File: config.mk
export PLATFORM = sky130hd
export DESIGN_NAME = ftw_top
export DESIGN_NICKNAME = d
export VERILOG_FILES = /design/src/hdl/ftw_pkg.sv /design/src/hdl/ftw_top.sv /design/src/hdl/ftw_wait_ctl.sv
export SDC_FILE = /design/constraint.sdc
export NUM_CORES = 1
export LEC_CHECK = 0
export BUFFER_PORTS_ARGS = -buffer_cell sky130_fd_sc_hd__buf_2
export CORE_ASPECT_RATIO = 0.9
export CORE_MARGIN = 1
export CORE_UTILIZATION = 45
export DETAILED_ROUTE_END_ITERATION = 10
export HOLD_SLACK_MARGIN = 0.03
export PLACE_DENSITY = 0.72
export SKIP_CTS_REPAIR_TIMING = 1
export SYNTH_ARGS = -nofsm -noshare
export SYNTH_HDL_FRONTEND = slang
export SYNTH_SLANG_ARGS = --single-unit
File: constraint.sdc
create_clock -name clk -period 2.2 [get_ports clk]
set_input_delay 0.44 -clock clk [delete_from_list [all_inputs] [get_ports clk]]
set_output_delay 0.44 -clock clk [all_outputs]
set_load 0.02 [all_outputs]
File: src/hdl/ftw_pkg.sv
// Purpose: Shared constants for the arbiter priority and flow-through wait control block.
// Assumes: AXI4-Lite register access, 32-bit data, one register per aligned word.
// Notes: Wait codes count PCI clock rising edges, not system clocks.
package ftw_pkg;
  localparam int AXI_AW = 12;
  localparam int AXI_DW = 32;
  // Printed offsets are indices; byte address is four times the index.
  localparam logic [7:0] ARB_IDX = 8'h42;
  localparam logic [7:0] FLOW_IDX = 8'h44;
  localparam logic [AXI_AW-1:0] ARB_ADDR = AXI_AW'({ARB_IDX, 2'b00});
  localparam logic [AXI_AW-1:0] FLOW_ADDR = AXI_AW'({FLOW_IDX, 2'b00});
  localparam int ARB_W = 16;
  localparam int FLOW_W = 8;
  localparam int REQ_N = 9;
  localparam int OWN_PRIO_BIT = 9;
  localparam logic [ARB_W-1:0] ARB_RESET = 16'h0200;
  localparam logic [ARB_W-1:0] ARB_WMASK = 16'h03FF;
  localparam logic [FLOW_W-1:0] FLOW_RESET = 8'h00;
  localparam logic [FLOW_W-1:0] FLOW_WMASK = 8'h77;
  localparam int WAIT_W = 3;
  localparam int WR_WAIT_LSB = 0;
  localparam int RD_WAIT_LSB = 4;
  localparam logic [1:0] RESP_OKAY = 2'h0;
  localparam logic [1:0] RESP_DECERR = 2'h3;
  typedef enum logic [1:0] {
    FTW_IDLE = 2'b00,
    FTW_WAIT = 2'b01,
    FTW_END = 2'b11
  } ftw_state_t;
endpackage

File: src/hdl/ftw_top.sv
// Purpose: Secondary arbiter priority groups and primary flow-through wait control.
// Assumes: AXI4-Lite slave on clk; the PCI clock and status pins are asynchronous inputs.
// Notes: Wait counts are measured in PCI clock rising edges found by sampling pci_clk.
//
// The AXI4-Lite register port was chosen for this implementation.
`timescale 1ns/10ps
module ftw_top
  import ftw_pkg::*;
(
  input wire logic clk,
  input wire logic rstn,
  input wire logic [AXI_AW-1:0] s_axi_awaddr,
  input wire logic s_axi_awvalid,
  output logic s_axi_awready,
  input wire logic [AXI_DW-1:0] s_axi_wdata,
  input wire logic [3:0] s_axi_wstrb,
  input wire logic s_axi_wvalid,
  output logic s_axi_wready,
  output logic [1:0] s_axi_bresp,
  output logic s_axi_bvalid,
  input wire logic s_axi_bready,
  input wire logic [AXI_AW-1:0] s_axi_araddr,
  input wire logic s_axi_arvalid,
  output logic s_axi_arready,
  output logic [AXI_DW-1:0] s_axi_rdata,
  output logic [1:0] s_axi_rresp,
  output logic s_axi_rvalid,
  input wire logic s_axi_rready,
  input wire logic pci_clk,
  input wire logic wr_flow_active,
  input wire logic wr_one_entry_left,
  input wire logic wr_data_avail,
  input wire logic rd_flow_active,
  input wire logic rd_one_entry_left,
  input wire logic rd_space_avail,
  output logic [REQ_N-1:0] req_high_group,
  output logic own_high_group,
  output logic wr_irdy_hold,
  output logic wr_cycle_end,
  output logic rd_trdy_hold,
  output logic rd_cycle_end
);
  localparam int NSYNC = 7;
  // Slot of each pin in the synchroniser vector.
  localparam int SYNC_PCLK = 0;
  localparam int SYNC_WR_ACT = 1;
  localparam int SYNC_WR_ONE = 2;
  localparam int SYNC_WR_AVAIL = 3;
  localparam int SYNC_RD_ACT = 4;
  localparam int SYNC_RD_ONE = 5;
  localparam int SYNC_RD_AVAIL = 6;

  // Two-stage synchronisers for every pin; the first stage feeds only the second.
  logic [NSYNC-1:0] pin_in;
  logic [NSYNC-1:0] sync1_reg, sync1_next;
  logic [NSYNC-1:0] sync2_reg, sync2_next;
  logic pclk_old_reg, pclk_old_next;
  logic pci_tick;

  assign pin_in[SYNC_PCLK] = pci_clk;
  assign pin_in[SYNC_WR_ACT] = wr_flow_active;
  assign pin_in[SYNC_WR_ONE] = wr_one_entry_left;
  assign pin_in[SYNC_WR_AVAIL] = wr_data_avail;
  assign pin_in[SYNC_RD_ACT] = rd_flow_active;
  assign pin_in[SYNC_RD_ONE] = rd_one_entry_left;
  assign pin_in[SYNC_RD_AVAIL] = rd_space_avail;

  always_comb begin
    sync1_next = pin_in;
    sync2_next = sync1_reg;
    pclk_old_next = sync2_reg[SYNC_PCLK];
  end

  always_ff @(posedge clk or negedge rstn) begin
    if (!rstn) begin
      // Both stages start at the idle low level of every pin.
      sync1_reg <= '0;
      sync2_reg <= '0;
      pclk_old_reg <= 1'b0;
    end else begin
      sync1_reg <= sync1_next;
      sync2_reg <= sync2_next;
      pclk_old_reg <= pclk_old_next;
    end
  end

  // One tick per PCI clock rising edge; the PCI clock must run below half of clk.
  assign pci_tick = sync2_reg[SYNC_PCLK] & ~pclk_old_reg;

  // Register file.
  logic [ARB_W-1:0] arb_reg, arb_next;
  logic [FLOW_W-1:0] flow_reg, flow_next;

  // Write channel: address and data may arrive in either order.
  logic aw_full_reg, aw_full_next;
  logic w_full_reg, w_full_next;
  logic [AXI_AW-1:0] aw_addr_reg, aw_addr_next;
  logic [AXI_DW-1:0] w_data_reg, w_data_next;
  logic [3:0] w_strb_reg, w_strb_next;
  logic bvalid_reg, bvalid_next;
  logic [1:0] bresp_reg, bresp_next;
  logic awready_reg, awready_next;
  logic wready_reg, wready_next;

  // Read channel.
  logic arready_reg, arready_next;
  logic rvalid_reg, rvalid_next;
  logic [1:0] rresp_reg, rresp_next;
  logic [AXI_DW-1:0] rdata_reg, rdata_next;

  logic aw_take, w_take, ar_take, wr_go;
  logic [AXI_AW-1:0] wa_word, ra_word;
  logic [ARB_W-1:0] arb_bmask;
  logic [FLOW_W-1:0] flow_bmask;

  assign aw_take = s_axi_awvalid & awready_reg;
  assign w_take = s_axi_wvalid & wready_reg;
  assign ar_take = s_axi_arvalid & arready_reg;
  // A write lands only when both halves are held and the last answer is gone.
  assign wr_go = aw_full_reg & w_full_reg & ~bvalid_reg;
  assign wa_word = {aw_addr_reg[AXI_AW-1:2], 2'b00};
  assign ra_word = {s_axi_araddr[AXI_AW-1:2], 2'b00};
  assign arb_bmask = {{8{w_strb_reg[1]}}, {8{w_strb_reg[0]}}};
  assign flow_bmask = {8{w_strb_reg[0]}};

  always_comb begin
    aw_full_next = aw_full_reg;
    w_full_next = w_full_reg;
    aw_addr_next = aw_addr_reg;
    w_data_next = w_data_reg;
    w_strb_next = w_strb_reg;
    bvalid_next = bvalid_reg;
    bresp_next = bresp_reg;
    arb_next = arb_reg;
    flow_next = flow_reg;
    if (aw_take) begin
      aw_full_next = 1'b1;
      aw_addr_next = s_axi_awaddr;
    end
    // Data may come before or after its address; each waits in its own slot.
    if (w_take) begin
      w_full_next = 1'b1;
      w_data_next = s_axi_wdata;
      w_strb_next = s_axi_wstrb;
    end
    if (wr_go) begin
      aw_full_next = 1'b0;
      w_full_next = 1'b0;
      bvalid_next = 1'b1;
      bresp_next = RESP_OKAY;
      if (wa_word == ARB_ADDR) begin
        // Only bits 9:0 are writable; 15:10 stay zero.
        arb_next = (arb_reg & ~(ARB_WMASK & arb_bmask)) |
                   (w_data_reg[ARB_W-1:0] & ARB_WMASK & arb_bmask);
      end else if (wa_word == FLOW_ADDR) begin
        flow_next = (flow_reg & ~(FLOW_WMASK & flow_bmask)) |
                    (w_data_reg[FLOW_W-1:0] & FLOW_WMASK & flow_bmask);
      end else begin
        // Unmapped writes change nothing but are still answered.
        bresp_next = RESP_DECERR;
      end
    end else if (bvalid_reg && s_axi_bready) begin
      bvalid_next = 1'b0;
    end
    // A slot is offered again once its item has been consumed by a write.
    awready_next = ~aw_full_next;
    wready_next = ~w_full_next;
  end

  // Read data are captured at address accept, so a later write cannot tear them.
  always_comb begin
    arready_next = arready_reg;
    rvalid_next = rvalid_reg;
    rresp_next = rresp_reg;
    rdata_next = rdata_reg;
    if (ar_take) begin
      arready_next = 1'b0;
      rvalid_next = 1'b1;
      rresp_next = RESP_OKAY;
      if (ra_word == ARB_ADDR) begin
        rdata_next = AXI_DW'(arb_reg);
      end else if (ra_word == FLOW_ADDR) begin
        rdata_next = AXI_DW'(flow_reg & FLOW_WMASK);
      end else begin
        // Unmapped reads answer zero so no stale data leaks out.
        rdata_next = '0;
        rresp_next = RESP_DECERR;
      end
    end else if (rvalid_reg && s_axi_rready) begin
      rvalid_next = 1'b0;
      arready_next = 1'b1;
    end
  end

  always_ff @(posedge clk or negedge rstn) begin
    if (!rstn) begin
      aw_full_reg <= 1'b0;
      w_full_reg <= 1'b0;
      aw_addr_reg <= '0;
      w_data_reg <= '0;
      w_strb_reg <= '0;
      bvalid_reg <= 1'b0;
      bresp_reg <= RESP_OKAY;
      awready_reg <= 1'b1;
      wready_reg <= 1'b1;
      arready_reg <= 1'b1;
      rvalid_reg <= 1'b0;
      rresp_reg <= RESP_OKAY;
      rdata_reg <= '0;
      arb_reg <= ARB_RESET;
      flow_reg <= FLOW_RESET;
    end else begin
      aw_full_reg <= aw_full_next;
      w_full_reg <= w_full_next;
      aw_addr_reg <= aw_addr_next;
      w_data_reg <= w_data_next;
      w_strb_reg <= w_strb_next;
      bvalid_reg <= bvalid_next;
      bresp_reg <= bresp_next;
      awready_reg <= awready_next;
      wready_reg <= wready_next;
      arready_reg <= arready_next;
      rvalid_reg <= rvalid_next;
      rresp_reg <= rresp_next;
      rdata_reg <= rdata_next;
      arb_reg <= arb_next;
      flow_reg <= flow_next;
    end
  end

  // Priority group outputs are registered copies so they never glitch on a write.
  logic [REQ_N-1:0] grp_reg, grp_next;
  logic own_reg, own_next;

  always_comb begin
    grp_next = arb_reg[REQ_N-1:0];
    own_next = arb_reg[OWN_PRIO_BIT];
  end

  always_ff @(posedge clk or negedge rstn) begin
    if (!rstn) begin
      grp_reg <= '0;
      // The own port starts in the high group, as the register does.
      own_reg <= 1'b1;
    end else begin
      grp_reg <= grp_next;
      own_reg <= own_next;
    end
  end

  // Channel 0 is the posted write path, channel 1 the delayed read path.
  // Both share one PCI tick so their wait counts use the same time base.
  localparam int NCH = 2;
  localparam int CH_WR = 0;
  localparam int CH_RD = 1;
  logic [NCH-1:0] ch_active;
  logic [NCH-1:0] ch_one_left;
  logic [NCH-1:0] ch_refill;
  logic [NCH-1:0][WAIT_W-1:0] ch_limit;
  logic [NCH-1:0] ch_hold;
  logic [NCH-1:0] ch_term;

  // A write stalls for initiator data; a read stalls for queue space.
  assign ch_active = {sync2_reg[SYNC_RD_ACT], sync2_reg[SYNC_WR_ACT]};
  assign ch_one_left = {sync2_reg[SYNC_RD_ONE], sync2_reg[SYNC_WR_ONE]};
  assign ch_refill = {sync2_reg[SYNC_RD_AVAIL], sync2_reg[SYNC_WR_AVAIL]};
  assign ch_limit = {flow_reg[RD_WAIT_LSB +: WAIT_W],
                     flow_reg[WR_WAIT_LSB +: WAIT_W]};

  // A stall on one channel never holds the other.
  for (genvar ci = 0; ci < NCH; ci++) begin : g_wait
    ftw_wait_ctl u_wait (
      .clk(clk),
      .rstn(rstn),
      .tick(pci_tick),
      .active(ch_active[ci]),
      .one_left(ch_one_left[ci]),
      .refill(ch_refill[ci]),
      .limit(ch_limit[ci]),
      .hold(ch_hold[ci]),
      .term(ch_term[ci])
    );
  end

  // Each channel ends at most once per active period.
  assign wr_irdy_hold = ch_hold[CH_WR];
  assign wr_cycle_end = ch_term[CH_WR];
  assign rd_trdy_hold = ch_hold[CH_RD];
  assign rd_cycle_end = ch_term[CH_RD];

  // Every bus output is a register of its own.
  assign s_axi_awready = awready_reg;
  assign s_axi_wready = wready_reg;
  assign s_axi_bvalid = bvalid_reg;
  assign s_axi_bresp = bresp_reg;
  assign s_axi_arready = arready_reg;
  assign s_axi_rvalid = rvalid_reg;
  assign s_axi_rresp = rresp_reg;
  assign s_axi_rdata = rdata_reg;
  assign req_high_group = grp_reg;
  assign own_high_group = own_reg;
endmodule

File: src/hdl/ftw_wait_ctl.sv
// Purpose: One flow-through wait counter: stalls, waits up to a code of link clocks, then ends.
// Assumes: All inputs already synchronised; tick marks one link clock rising edge.
// Notes: Code 0 ends at once; codes 1 to 7 wait that many link clocks.
`timescale 1ns/10ps
module ftw_wait_ctl
  import ftw_pkg::*;
(
  input wire logic clk,
  input wire logic rstn,
  input wire logic tick,
  input wire logic active,
  input wire logic one_left,
  input wire logic refill,
  input wire logic [WAIT_W-1:0] limit,
  output logic hold,
  output logic term
);
  ftw_state_t state_reg, state_next;
  logic [WAIT_W-1:0] cnt_reg, cnt_next;
  logic hold_reg, hold_next;
  logic term_reg, term_next;

  always_comb begin
    state_next = state_reg;
    cnt_next = cnt_reg;
    hold_next = hold_reg;
    term_next = 1'b0;
    unique case (state_reg)
      FTW_IDLE: begin
        if (tick && active && one_left && !refill) begin
          if (limit == '0) begin
            state_next = FTW_END;
            term_next = 1'b1;
          end else begin
            state_next = FTW_WAIT;
            hold_next = 1'b1;
            cnt_next = '0;
          end
        end
      end
      FTW_WAIT: begin
        if (!active || refill) begin
          state_next = FTW_IDLE;
          hold_next = 1'b0;
        end else if (tick) begin
          cnt_next = cnt_reg + 3'h1;
          if (cnt_reg + 3'h1 >= limit) begin
            state_next = FTW_END;
            hold_next = 1'b0;
            term_next = 1'b1;
          end
        end
      end
      FTW_END: begin
        // Stay until the cycle drops so one stall yields one end.
        if (!active) begin
          state_next = FTW_IDLE;
        end
      end
      default: begin
        state_next = FTW_IDLE;
        hold_next = 1'b0;
      end
    endcase
  end

  always_ff @(posedge clk or negedge rstn) begin
    if (!rstn) begin
      state_reg <= FTW_IDLE;
      cnt_reg <= '0;
      hold_reg <= 1'b0;
      term_reg <= 1'b0;
    end else begin
      state_reg <= state_next;
      cnt_reg <= cnt_next;
      hold_reg <= hold_next;
      term_reg <= term_next;
    end
  end

  assign hold = hold_reg;
  assign term = term_reg;
endmodule

---- After elaboration in Yosys (flattened, before gate mapping) ----
Index checks and enable logic that the tools add are counted.
operators by class
  $add $sub $neg .......................... 2
  $mul .................................... 0
  divide/modulo/power cells ............... 0
  magnitude comparators ................... 2
  equality and inequality tests ........... 22
  shift-type cells ........................ 0
  mux-type cells .......................... 64
  bitwise gates (word level) .............. 21
  reduce and logical (&&, ||, !) cells .... 30
operators by type and width
  kind                 number
  $eq 10x7->1 const B  4
  $mux 2               16
  $mux 1               30
  $mux 3               8
  $reduce_and 5->1     4
  $and 10x16->16       1
  $and 16x16->16       1
  $mux 16              1
  $not 10->16          1
  $or 16x16->16        1
  $ne 2x2->1 const B   7
  $pmux 2 s3           2
  $pmux 3 s2           2
  $ne 3x1->1 const B   3
  $and 7x8->8          1
  $and 8x8->8          1
  $logic_and 1x1->1    8
  $not 7->8            1
  $or 8x8->8           1
  $reduce_and 4->1     2
  $reduce_bool 2->1    4
  $mux 7               1
  $not 1->1            7
  $add 3x1->3 const B  2
  14 further kinds     32
word-level totals
  register bits after elaboration ......... 130
  bits in latches ......................... 0
  RAM bits ................................ 0
  memory bits (read-only) ................. 0
  input bits .............................. 74
  output and inout bits ................... 55
  memories ................................ 0

---- Longest topological paths before layout ----
Gate-level depths: netlist of run 1.
  depth after elaboration ................. 7
  depth in mapped cells ................... 7
  mapped depth without buffers ............ 7

---- Cells and area by module ----
From an unflattened synthesis of run 1, not the netlist that was laid out.
second synthesis, totals
  cells, all modules ...................... 316
  area total of the unflattened synthesis .. 4122.7 um^2
modules (own cells, without submodules)
  module                            times used  cells each  area each (um^2)
  ftw_top                           1           214         3131.8
  ftw_wait_ctl at g_wait[0].u_wait  1           51          504.2
  ftw_wait_ctl at g_wait[1].u_wait  1           51          486.7

---- Worst setup path after synthesis of run 1 ----
OpenSTA, ideal clock, no wires.
  path type ............................... flip-flop to flip-flop
  from .................................... register g_wait[0].u_wait.cnt_reg[0]
  to ...................................... register g_wait[0].u_wait.state_reg[1]
  arrival ................................. 1.818 ns
  required time ........................... 2.096 ns
  slack ................................... 0.279 ns
  cell stages (with the launch flop) ...... 8
  buffers on the path ..................... 0
  period minus slack after synthesis ...... 1.921 ns
  path through ............................ dfrtp_1 > ha_1 > nor2b_1 > or2_2 > ha_1 > nor2_1 > a211o_1 > a221oi_1
between the ends
  word-level cells in the longest chain between the ends .. 4
ends and longest elaborated chain
  what                               line                RTL
  from (decl)                        ftw_wait_ctl.sv:19  logic [WAIT_W-1:0] cnt_reg, cnt_next;
  from (signal assigned)             ftw_wait_ctl.sv:75  cnt_reg <= cnt_next;
  $add 3x1->3                        ftw_wait_ctl.sv:47  if (cnt_reg + 3'h1 >= limit) begin
  $ge 3x3->1                         ftw_wait_ctl.sv:47
  $ne 3x1->1 (no source line)        --
  $reduce_and 4->1 (no source line)  --
  to (signal assigned)               ftw_wait_ctl.sv:74  state_reg <= state_next;
  to (decl)                          ftw_wait_ctl.sv:18  ftw_state_t state_reg, state_next;
No other way between the ends.
A chain may end at the register's enable or synchronous reset.

---- Worst setup path after layout of run 1 ----
Same ends and word-level chain as after synthesis.

==> metrics.md, run 1 <==
| Metric | Value |
|---|---|
| Status | `complete, no violations` |
| Routed vias | `2512` |
| Sequential share of the synthesized area | `0.605` |
| Clk_lat worst skew | `0.35 ns` |
| CTS tree | `built` |
| P per Cell Area | `917 nW/um^2` |
| Tot GR Track Use | `0.169` |
| Rows | `32` |
| Setup_tns | `0 ns` |
| Antenna violations before repair | `0` |
| Max Slew Vio Count | `0` |
| Simple-gate share of the synthesized area | `0.108` |
| Clock Tree Buf Depth | `2` |
| Largest family of logic cells by synthesized area | `multiplexers` |
| Synth Flop Type | `dfrtp_1` |
| Max_slew headroom | `0.642` |
| Max_cap viols | `0` |
| RSZ-0062 raised after global routing | `no` |
| Clock slew seen by the registers of the worst setup and hold paths | `0.09 ns` |
| Total Routed Length | `6.98 mm` |
| Synth Area in Adders | `0.0251` |
| I/O Buffers | `78` |
| Wire length of the first global-routing pass | `11.7 mm` |
| Synth Register Bits | `96` |
| Worst-Margin Slew | `0.537 ns` |
| Post-DP HPWL | `5.02 mm` |
| Final hold violations | `0` |
| I/O pin count | `129` |
| Synth Area in Compound Gates | `0.0813` |
| Share of layout cells above drive strength 1 | `0.342` |
| FF+latch area | `2410 sq um` |
| CP required | `2.46 ns` |
| Area of the multi-input gates | `1400 sq um` |
| Pre-CTS setup slack | `0.174 ns` |
| Die area | `9230 sq um` |
| Placed cell area | `4470 sq um` |
| CP Max Fanout | `4` |
| Diodes inserted | `0` |
| Setup crit start kind | `flip-flop` |
| Setup Crit Path Kind | `reg2reg` |
| Total core area | `8570 sq um` |
| Initial core utilization | `0.465` |
| Post-synth EDFFs | `0` |
| DRT iter0 DRCs | `71` |
| Most frequent cells in the layout | `91 x dfrtp_1, 77 x buf_2, 23 x nand2_1` |
| Average size of a mapped cell | `12.9 sq um` |
| Routability Congestion | `0.777` |
| Final-stage net count | `478` |
| Drt drc | `0` |
| Worst setup EP type | `flip-flop` |
| Pin count of the biggest net entering global routing | `42` |
| Post-synthesis mux area share | `0.110` |
| Worst-case reg-to-reg path depth | `7` |
| Fillcell total | `750` |
| Total global routing overflow | `0` |
| Fraction of registers with async set/reset | `1.00` |
| Clock Tree Root | `clkbuf_8` |
| Post-route cell area | `4690 sq um` |
| # setup viols final | `0` |
| Unique cell type count in the Yosys netlist | `54` |
| XOR/XNOR Fraction of Synth Area | `0.00660` |
| Drt pass-1 iters | `4` |
| Wire per inst | `13.4 um` |
| Most common cell after layout, fill and taps aside | `dfrtp_1` |
| Vias in the first global route | `2444` |
| Die Y | `91.3 um` |
| Clock sink count | `96` |
| Vias/cell | `4.83` |
| Crit path DAT | `2.27 ns` |
| Leak | `2.39 nW` |
| Synthesized area | `3980 sq um` |
| Max VDD drop | `634 uV` |
| Hold WC Path Type | `in2async` |
| Post-route setup slack | `0.185 ns` |
| CTS Buf Count | `9` |
| Antenna Nets Post-Route | `0` |
| Synth Instances | `308` |
| Final Cycle Share | `0.916` |
| Synth-to-Final Area Change | `17.7%` |
| Clock Skew | `0.00997 ns` |
| Ys Warns | `0` |
| Crit path time final | `2.01 ns` |
| Htree depth | `3` |
| Min Hold Slack | `0.0602 ns` |
| Max Fclk | `496 MHz` |
| Die width | `101 um` |
==> critical path, stage by stage (launching register included) <==
cell and delay, ns:
dfrtp_1 0.42, ha_1 0.22, nor2b_1 0.14, or2_2 0.29, ha_1 0.27, nor2_1 0.05, a211o_1 0.28, a221oi_1 0.26
==> final cells by class <==
class                           instances  share of cell area
Tap cell                              119              0.0318
Clock buffer                           10              0.0294
Multi-Input combinational cell        191               0.299
Clock inverter                          6              0.0176
Timing Repair Buffer                   85              0.0977
Inverter                               13              0.0104
Sequential cell                        96               0.514
==> cell usage after synthesis, types with 3 or more instances <==
cell type,n,area (sq um)
o21ai_0,11,55.1
dfstp_2,5,131
inv_1,13,48.8
or3_1,3,18.8
a21oi_1,5,25.0
a22oi_1,7,52.6
dfrtp_1,91,2280
mux2_2,22,248
a22o_1,5,43.8
nor2b_1,8,50.1
nand2_1,23,86.3
nand2b_1,4,25.0
a31oi_1,5,31.3
clkbuf_1,4,15.0
nor2_1,8,30.0
buf_4,25,188
ha_1,8,100
mux2_1,16,180
a21o_1,3,22.5
==> metrics by stage <==
stage          cells   util  power, mW
3_3_place_gp     504  0.521       3.05
6_report         520  0.547       4.30
3_5_place_dp     504  0.521       3.09
5_1_grt          520  0.547       4.56
2_1_floorplan    329      -       2.87
4_1_cts          520  0.547       4.36
==> layer usage <==
layer	GRT usage	part of all wire	up-vias
met1	0.210	0.45	1209
li1	-	-	1211
met2	0.277	0.48	90
met3	0.0662	0.067	2
met4	0.0399	0.0042	0
met5	0	0	-
==> power by group <==
part           leakage, nW  internal (mW)  total, mW  switching, mW
Clock                0.112          0.666       1.26          0.592
Combinational         1.05          0.369      0.760          0.391
Sequential            1.22           2.09       2.28          0.193
Total                 2.39           3.12       4.30           1.18
==> path summary, 6_finish.rpt <==
path                                            endpoint                        start  slack, ns
max in group asynchronous                   s_axi_wready                         rstn       1.43
max reg2reg                g_wait[0].u_wait.state_reg[1]  g_wait[0].u_wait.cnt_reg[0]       0.19
min reg2reg                                 sync2_reg[6]                 sync1_reg[6]       0.35
min                                         sync1_reg[3]                         rstn       0.06
min in group clk                            sync1_reg[0]                      pci_clk       0.18
max                        g_wait[0].u_wait.state_reg[1]  g_wait[0].u_wait.cnt_reg[0]       0.19
==> kinds of logic (layout without fill, tap and decap cells) <==
family	after synthesis	count (layout)
other cells	1	22
fa+ha+maj	8	8
simple gates	71	71
compound gates	48	48
mux	39	39
buf+inv	42	114
flops	96	96
xor+xnor	3	3
No activity file was read; power rests on OpenSTA's default activity.
==> inputs of run 2 (changes only) <==
--- a/config.mk
+++ b/config.mk
@@ -7,7 +7,7 @@
 export LEC_CHECK = 0
 export BUFFER_PORTS_ARGS = -buffer_cell sky130_fd_sc_hd__buf_2
 export CORE_ASPECT_RATIO = 0.9
-export CORE_MARGIN = 1
+export CORE_MARGIN = 1.5
 export CORE_UTILIZATION = 45
 export DETAILED_ROUTE_END_ITERATION = 10
 export HOLD_SLACK_MARGIN = 0.03
==> metrics.md, run 2 (synthesis results as in run 1) <==
| Metric | Value |
|---|---|
| Levels on crit path | `7 (unchanged)` |
| Final hold violations | `0 (unchanged)` |
| Die Y | `92.3 um (was 91.3 um)` |
| Antenna violations before repair | `0 (unchanged)` |
| CP max stage delay | `0.43 ns (was 0.42 ns)` |
| Worst setup EP type | `flip-flop (unchanged)` |
| Hold WC Path Type | `in2async (unchanged)` |
| Slowest CP cell | `dfrtp_1 (unchanged)` |
| Clock Tree Root | `clkbuf_8 (unchanged)` |
| Worst-Margin Slew | `0.557 ns (was 0.537 ns)` |
| Clock slew seen by the registers of the worst setup and hold paths | `0.08 ns (was 0.09 ns)` |
| Post-DP HPWL | `5.04 mm (was 5.02 mm)` |
| CTS tree | `built (unchanged)` |
| Vias/cell | `4.90 (was 4.83)` |
| Drt drc | `0 (unchanged)` |
| Routability Congestion | `0.832 (was 0.777)` |
| Placed insts | `503 (was 504)` |
| CTS Buf Count | `9 (unchanged)` |
| Max_slew headroom | `0.628 (was 0.642)` |
| Setup Crit Path Kind | `reg2reg (unchanged)` |
| Setup_tns | `0 ns (unchanged)` |
| Final-stage net count | `477 (was 478)` |
| Tot GR Track Use | `0.158 (was 0.169)` |
| Most common cell after layout, fill and taps aside | `dfrtp_1 (unchanged)` |
| Die width | `102 um (was 101 um)` |
| CP bufs+invs | `0 (unchanged)` |
| I/O pin count | `129 (unchanged)` |
| Htree depth | `3 (unchanged)` |
| Initial core utilization | `0.465 (unchanged)` |
| RSZ-0062 raised after global routing | `no (unchanged)` |
| Delay-heaviest family, CP | `compound AO/OA/AOI/OAI gates (unchanged)` |
| Die area | `9430 sq um (was 9230 sq um)` |
| Pin count of the biggest net entering global routing | `45 (was 42)` |
| DRT iter0 DRCs | `52 (was 71)` |
| # setup viols final | `0 (unchanged)` |
| Post-route cell area | `4640 sq um (was 4690 sq um)` |
| Most frequent cells in the layout | `91 x dfrtp_1, 77 x buf_2, 23 x nand2_1 (unchanged)` |
| Cell Count, Final, Fillers Out | `519 (was 520)` |
| Total core area | `8570 sq um (unchanged)` |
| Synth-to-Final Area Change | `16.6% (was 17.7%)` |
| Routed vias | `2545 (was 2512)` |
| Max Fclk | `489 MHz (was 496 MHz)` |
| Max_cap viols | `0 (unchanged)` |
| Clk_lat worst skew | `0.35 ns (about the same)` |
| Min Hold Slack | `0.0737 ns (was 0.0602 ns)` |
| Vias in the first global route | `2451 (was 2444)` |
| Leak | `2.36 nW (was 2.39 nW)` |
| Clock Tree Buf Depth | `2 (unchanged)` |
| Placed cell area | `4460 sq um (was 4470 sq um)` |
| R2r endpoint | `g_wait[0].u_wait.state_reg[1] (unchanged)` |
| Crit path DAT | `2.30 ns (was 2.27 ns)` |
| Max VDD drop | `551 uV (was 634 uV)` |
| CP Max Fanout | `4 (unchanged)` |
| Wire per inst | `13.3 um (was 13.4 um)` |
| Status | `complete, no violations (unchanged)` |
| P per Cell Area | `884 nW/um^2 (was 917 nW/um^2)` |
| Rows | `32 (unchanged)` |
| Max Slew Vio Count | `0 (unchanged)` |
| Total Routed Length | `6.92 mm (was 6.98 mm)` |
| Crit path time final | `2.04 ns (was 2.01 ns)` |
| Clock sink count | `96 (unchanged)` |
| Most used cell along the critical path | `ha_1 (unchanged)` |
| Share of layout cells above drive strength 1 | `0.338 (was 0.342)` |
| Worst-case reg-to-reg path depth | `7 (unchanged)` |
| Diodes inserted | `0 (unchanged)` |
| Setup crit start kind | `flip-flop (unchanged)` |
| CP required | `2.45 ns (was 2.46 ns)` |
| Wire length of the first global-routing pass | `11.3 mm (was 11.7 mm)` |
| Drt pass-1 iters | `4 (unchanged)` |
| Antenna Nets Post-Route | `0 (unchanged)` |
| Clock Skew | `0.00584 ns (was 0.00997 ns)` |
| RR Startpoint | `g_wait[0].u_wait.cnt_reg[0] (unchanged)` |
| Final Cycle Share | `0.930 (was 0.916)` |
| Worst-path cell chain | `ha_1 -> nor2b_1 -> or2_2 -> ha_1 -> nor2_1 -> a211o_1 -> a221oi_1 (unchanged)` |
| Total global routing overflow | `0 (unchanged)` |
| Reg-to-reg slack, setup | `0.16 ns (was 0.19 ns)` |
| I/O Buffers | `78 (unchanged)` |
## run 2: changes by cell type in the layout (fill, tap and decap cells not counted), sizes merged
cell	before	now
clkbuf	10	12
bufinv	2	0
clkinv	3	2
clkinvlp	1	2
buf	85	84
## run 2: layer usage
| metal | vias up | track usage | routed length, um |
|---|---|---|---|
| li1 | 1210 | - | - |
| met1 | 1220 | 0.199 | 3020 |
| met2 | 98 | 0.252 | 3290 |
| met3 | 17 | 0.0495 | 475 |
| met4 | 0 | 0.0685 | 136 |
| met5 | - | 0 | 0 |
## run 2: worst max path at each step
stage	start	endpoint	slack, ns
2_1_floorplan	g_wait[0].u_wait.cnt_reg[0]	g_wait[0].u_wait.state_reg[1]	0.28
3_3_place_gp	g_wait[0].u_wait.cnt_reg[0]	g_wait[0].u_wait.state_reg[1]	0.22
3_5_place_dp	g_wait[0].u_wait.cnt_reg[0]	g_wait[0].u_wait.state_reg[1]	0.17
4_1_cts	g_wait[0].u_wait.cnt_reg[0]	g_wait[0].u_wait.state_reg[1]	0.15
5_1_grt	g_wait[0].u_wait.cnt_reg[0]	g_wait[0].u_wait.state_reg[1]	0.07
6_report	g_wait[0].u_wait.cnt_reg[0]	g_wait[0].u_wait.state_reg[1]	0.16
## run 2: power by group
group	internal, mW	switching, mW	total, mW
logic	0.368	0.399	0.767
clock network	0.473	0.584	1.06
registers	2.09	0.191	2.28
total	2.93	1.17	4.10
## run 2: final cells by class
| cell class | instances | area, sq um |
|---|---|---|
| Fill cell | 779 | 3930 |
| Sequential cell | 96 | 2410 |
| Multi-Input combinational cell | 191 | 1400 |
| Timing Repair Buffer | 84 | 450 |
| Clock buffer | 12 | 155 |
| Tap cell | 119 | 149 |
| Inverter | 13 | 48.8 |
| Clock inverter | 4 | 28.8 |
## run 2: worst reg2reg max path, cell delays in order, from the launching register on
cell,delay [ns]
dfrtp_1,0.43
ha_1,0.22
nor2b_1,0.14
or2_2,0.29
ha_1,0.27
nor2_1,0.05
a211o_1,0.29
a221oi_1,0.26
## run 2: through the flow
| step | setup WS, ns | power, mW | util |
|---|---|---|---|
| 3_3_place_gp | 0.215 | 3.05 | 0.520 |
| 2_1_floorplan | 0.279 | 2.87 | - |
| 5_1_grt | 0.0709 | 4.36 | 0.542 |
| 4_1_cts | 0.147 | 4.16 | 0.542 |
| 3_5_place_dp | 0.167 | 3.10 | 0.520 |
| 6_report | 0.155 | 4.10 | 0.542 |
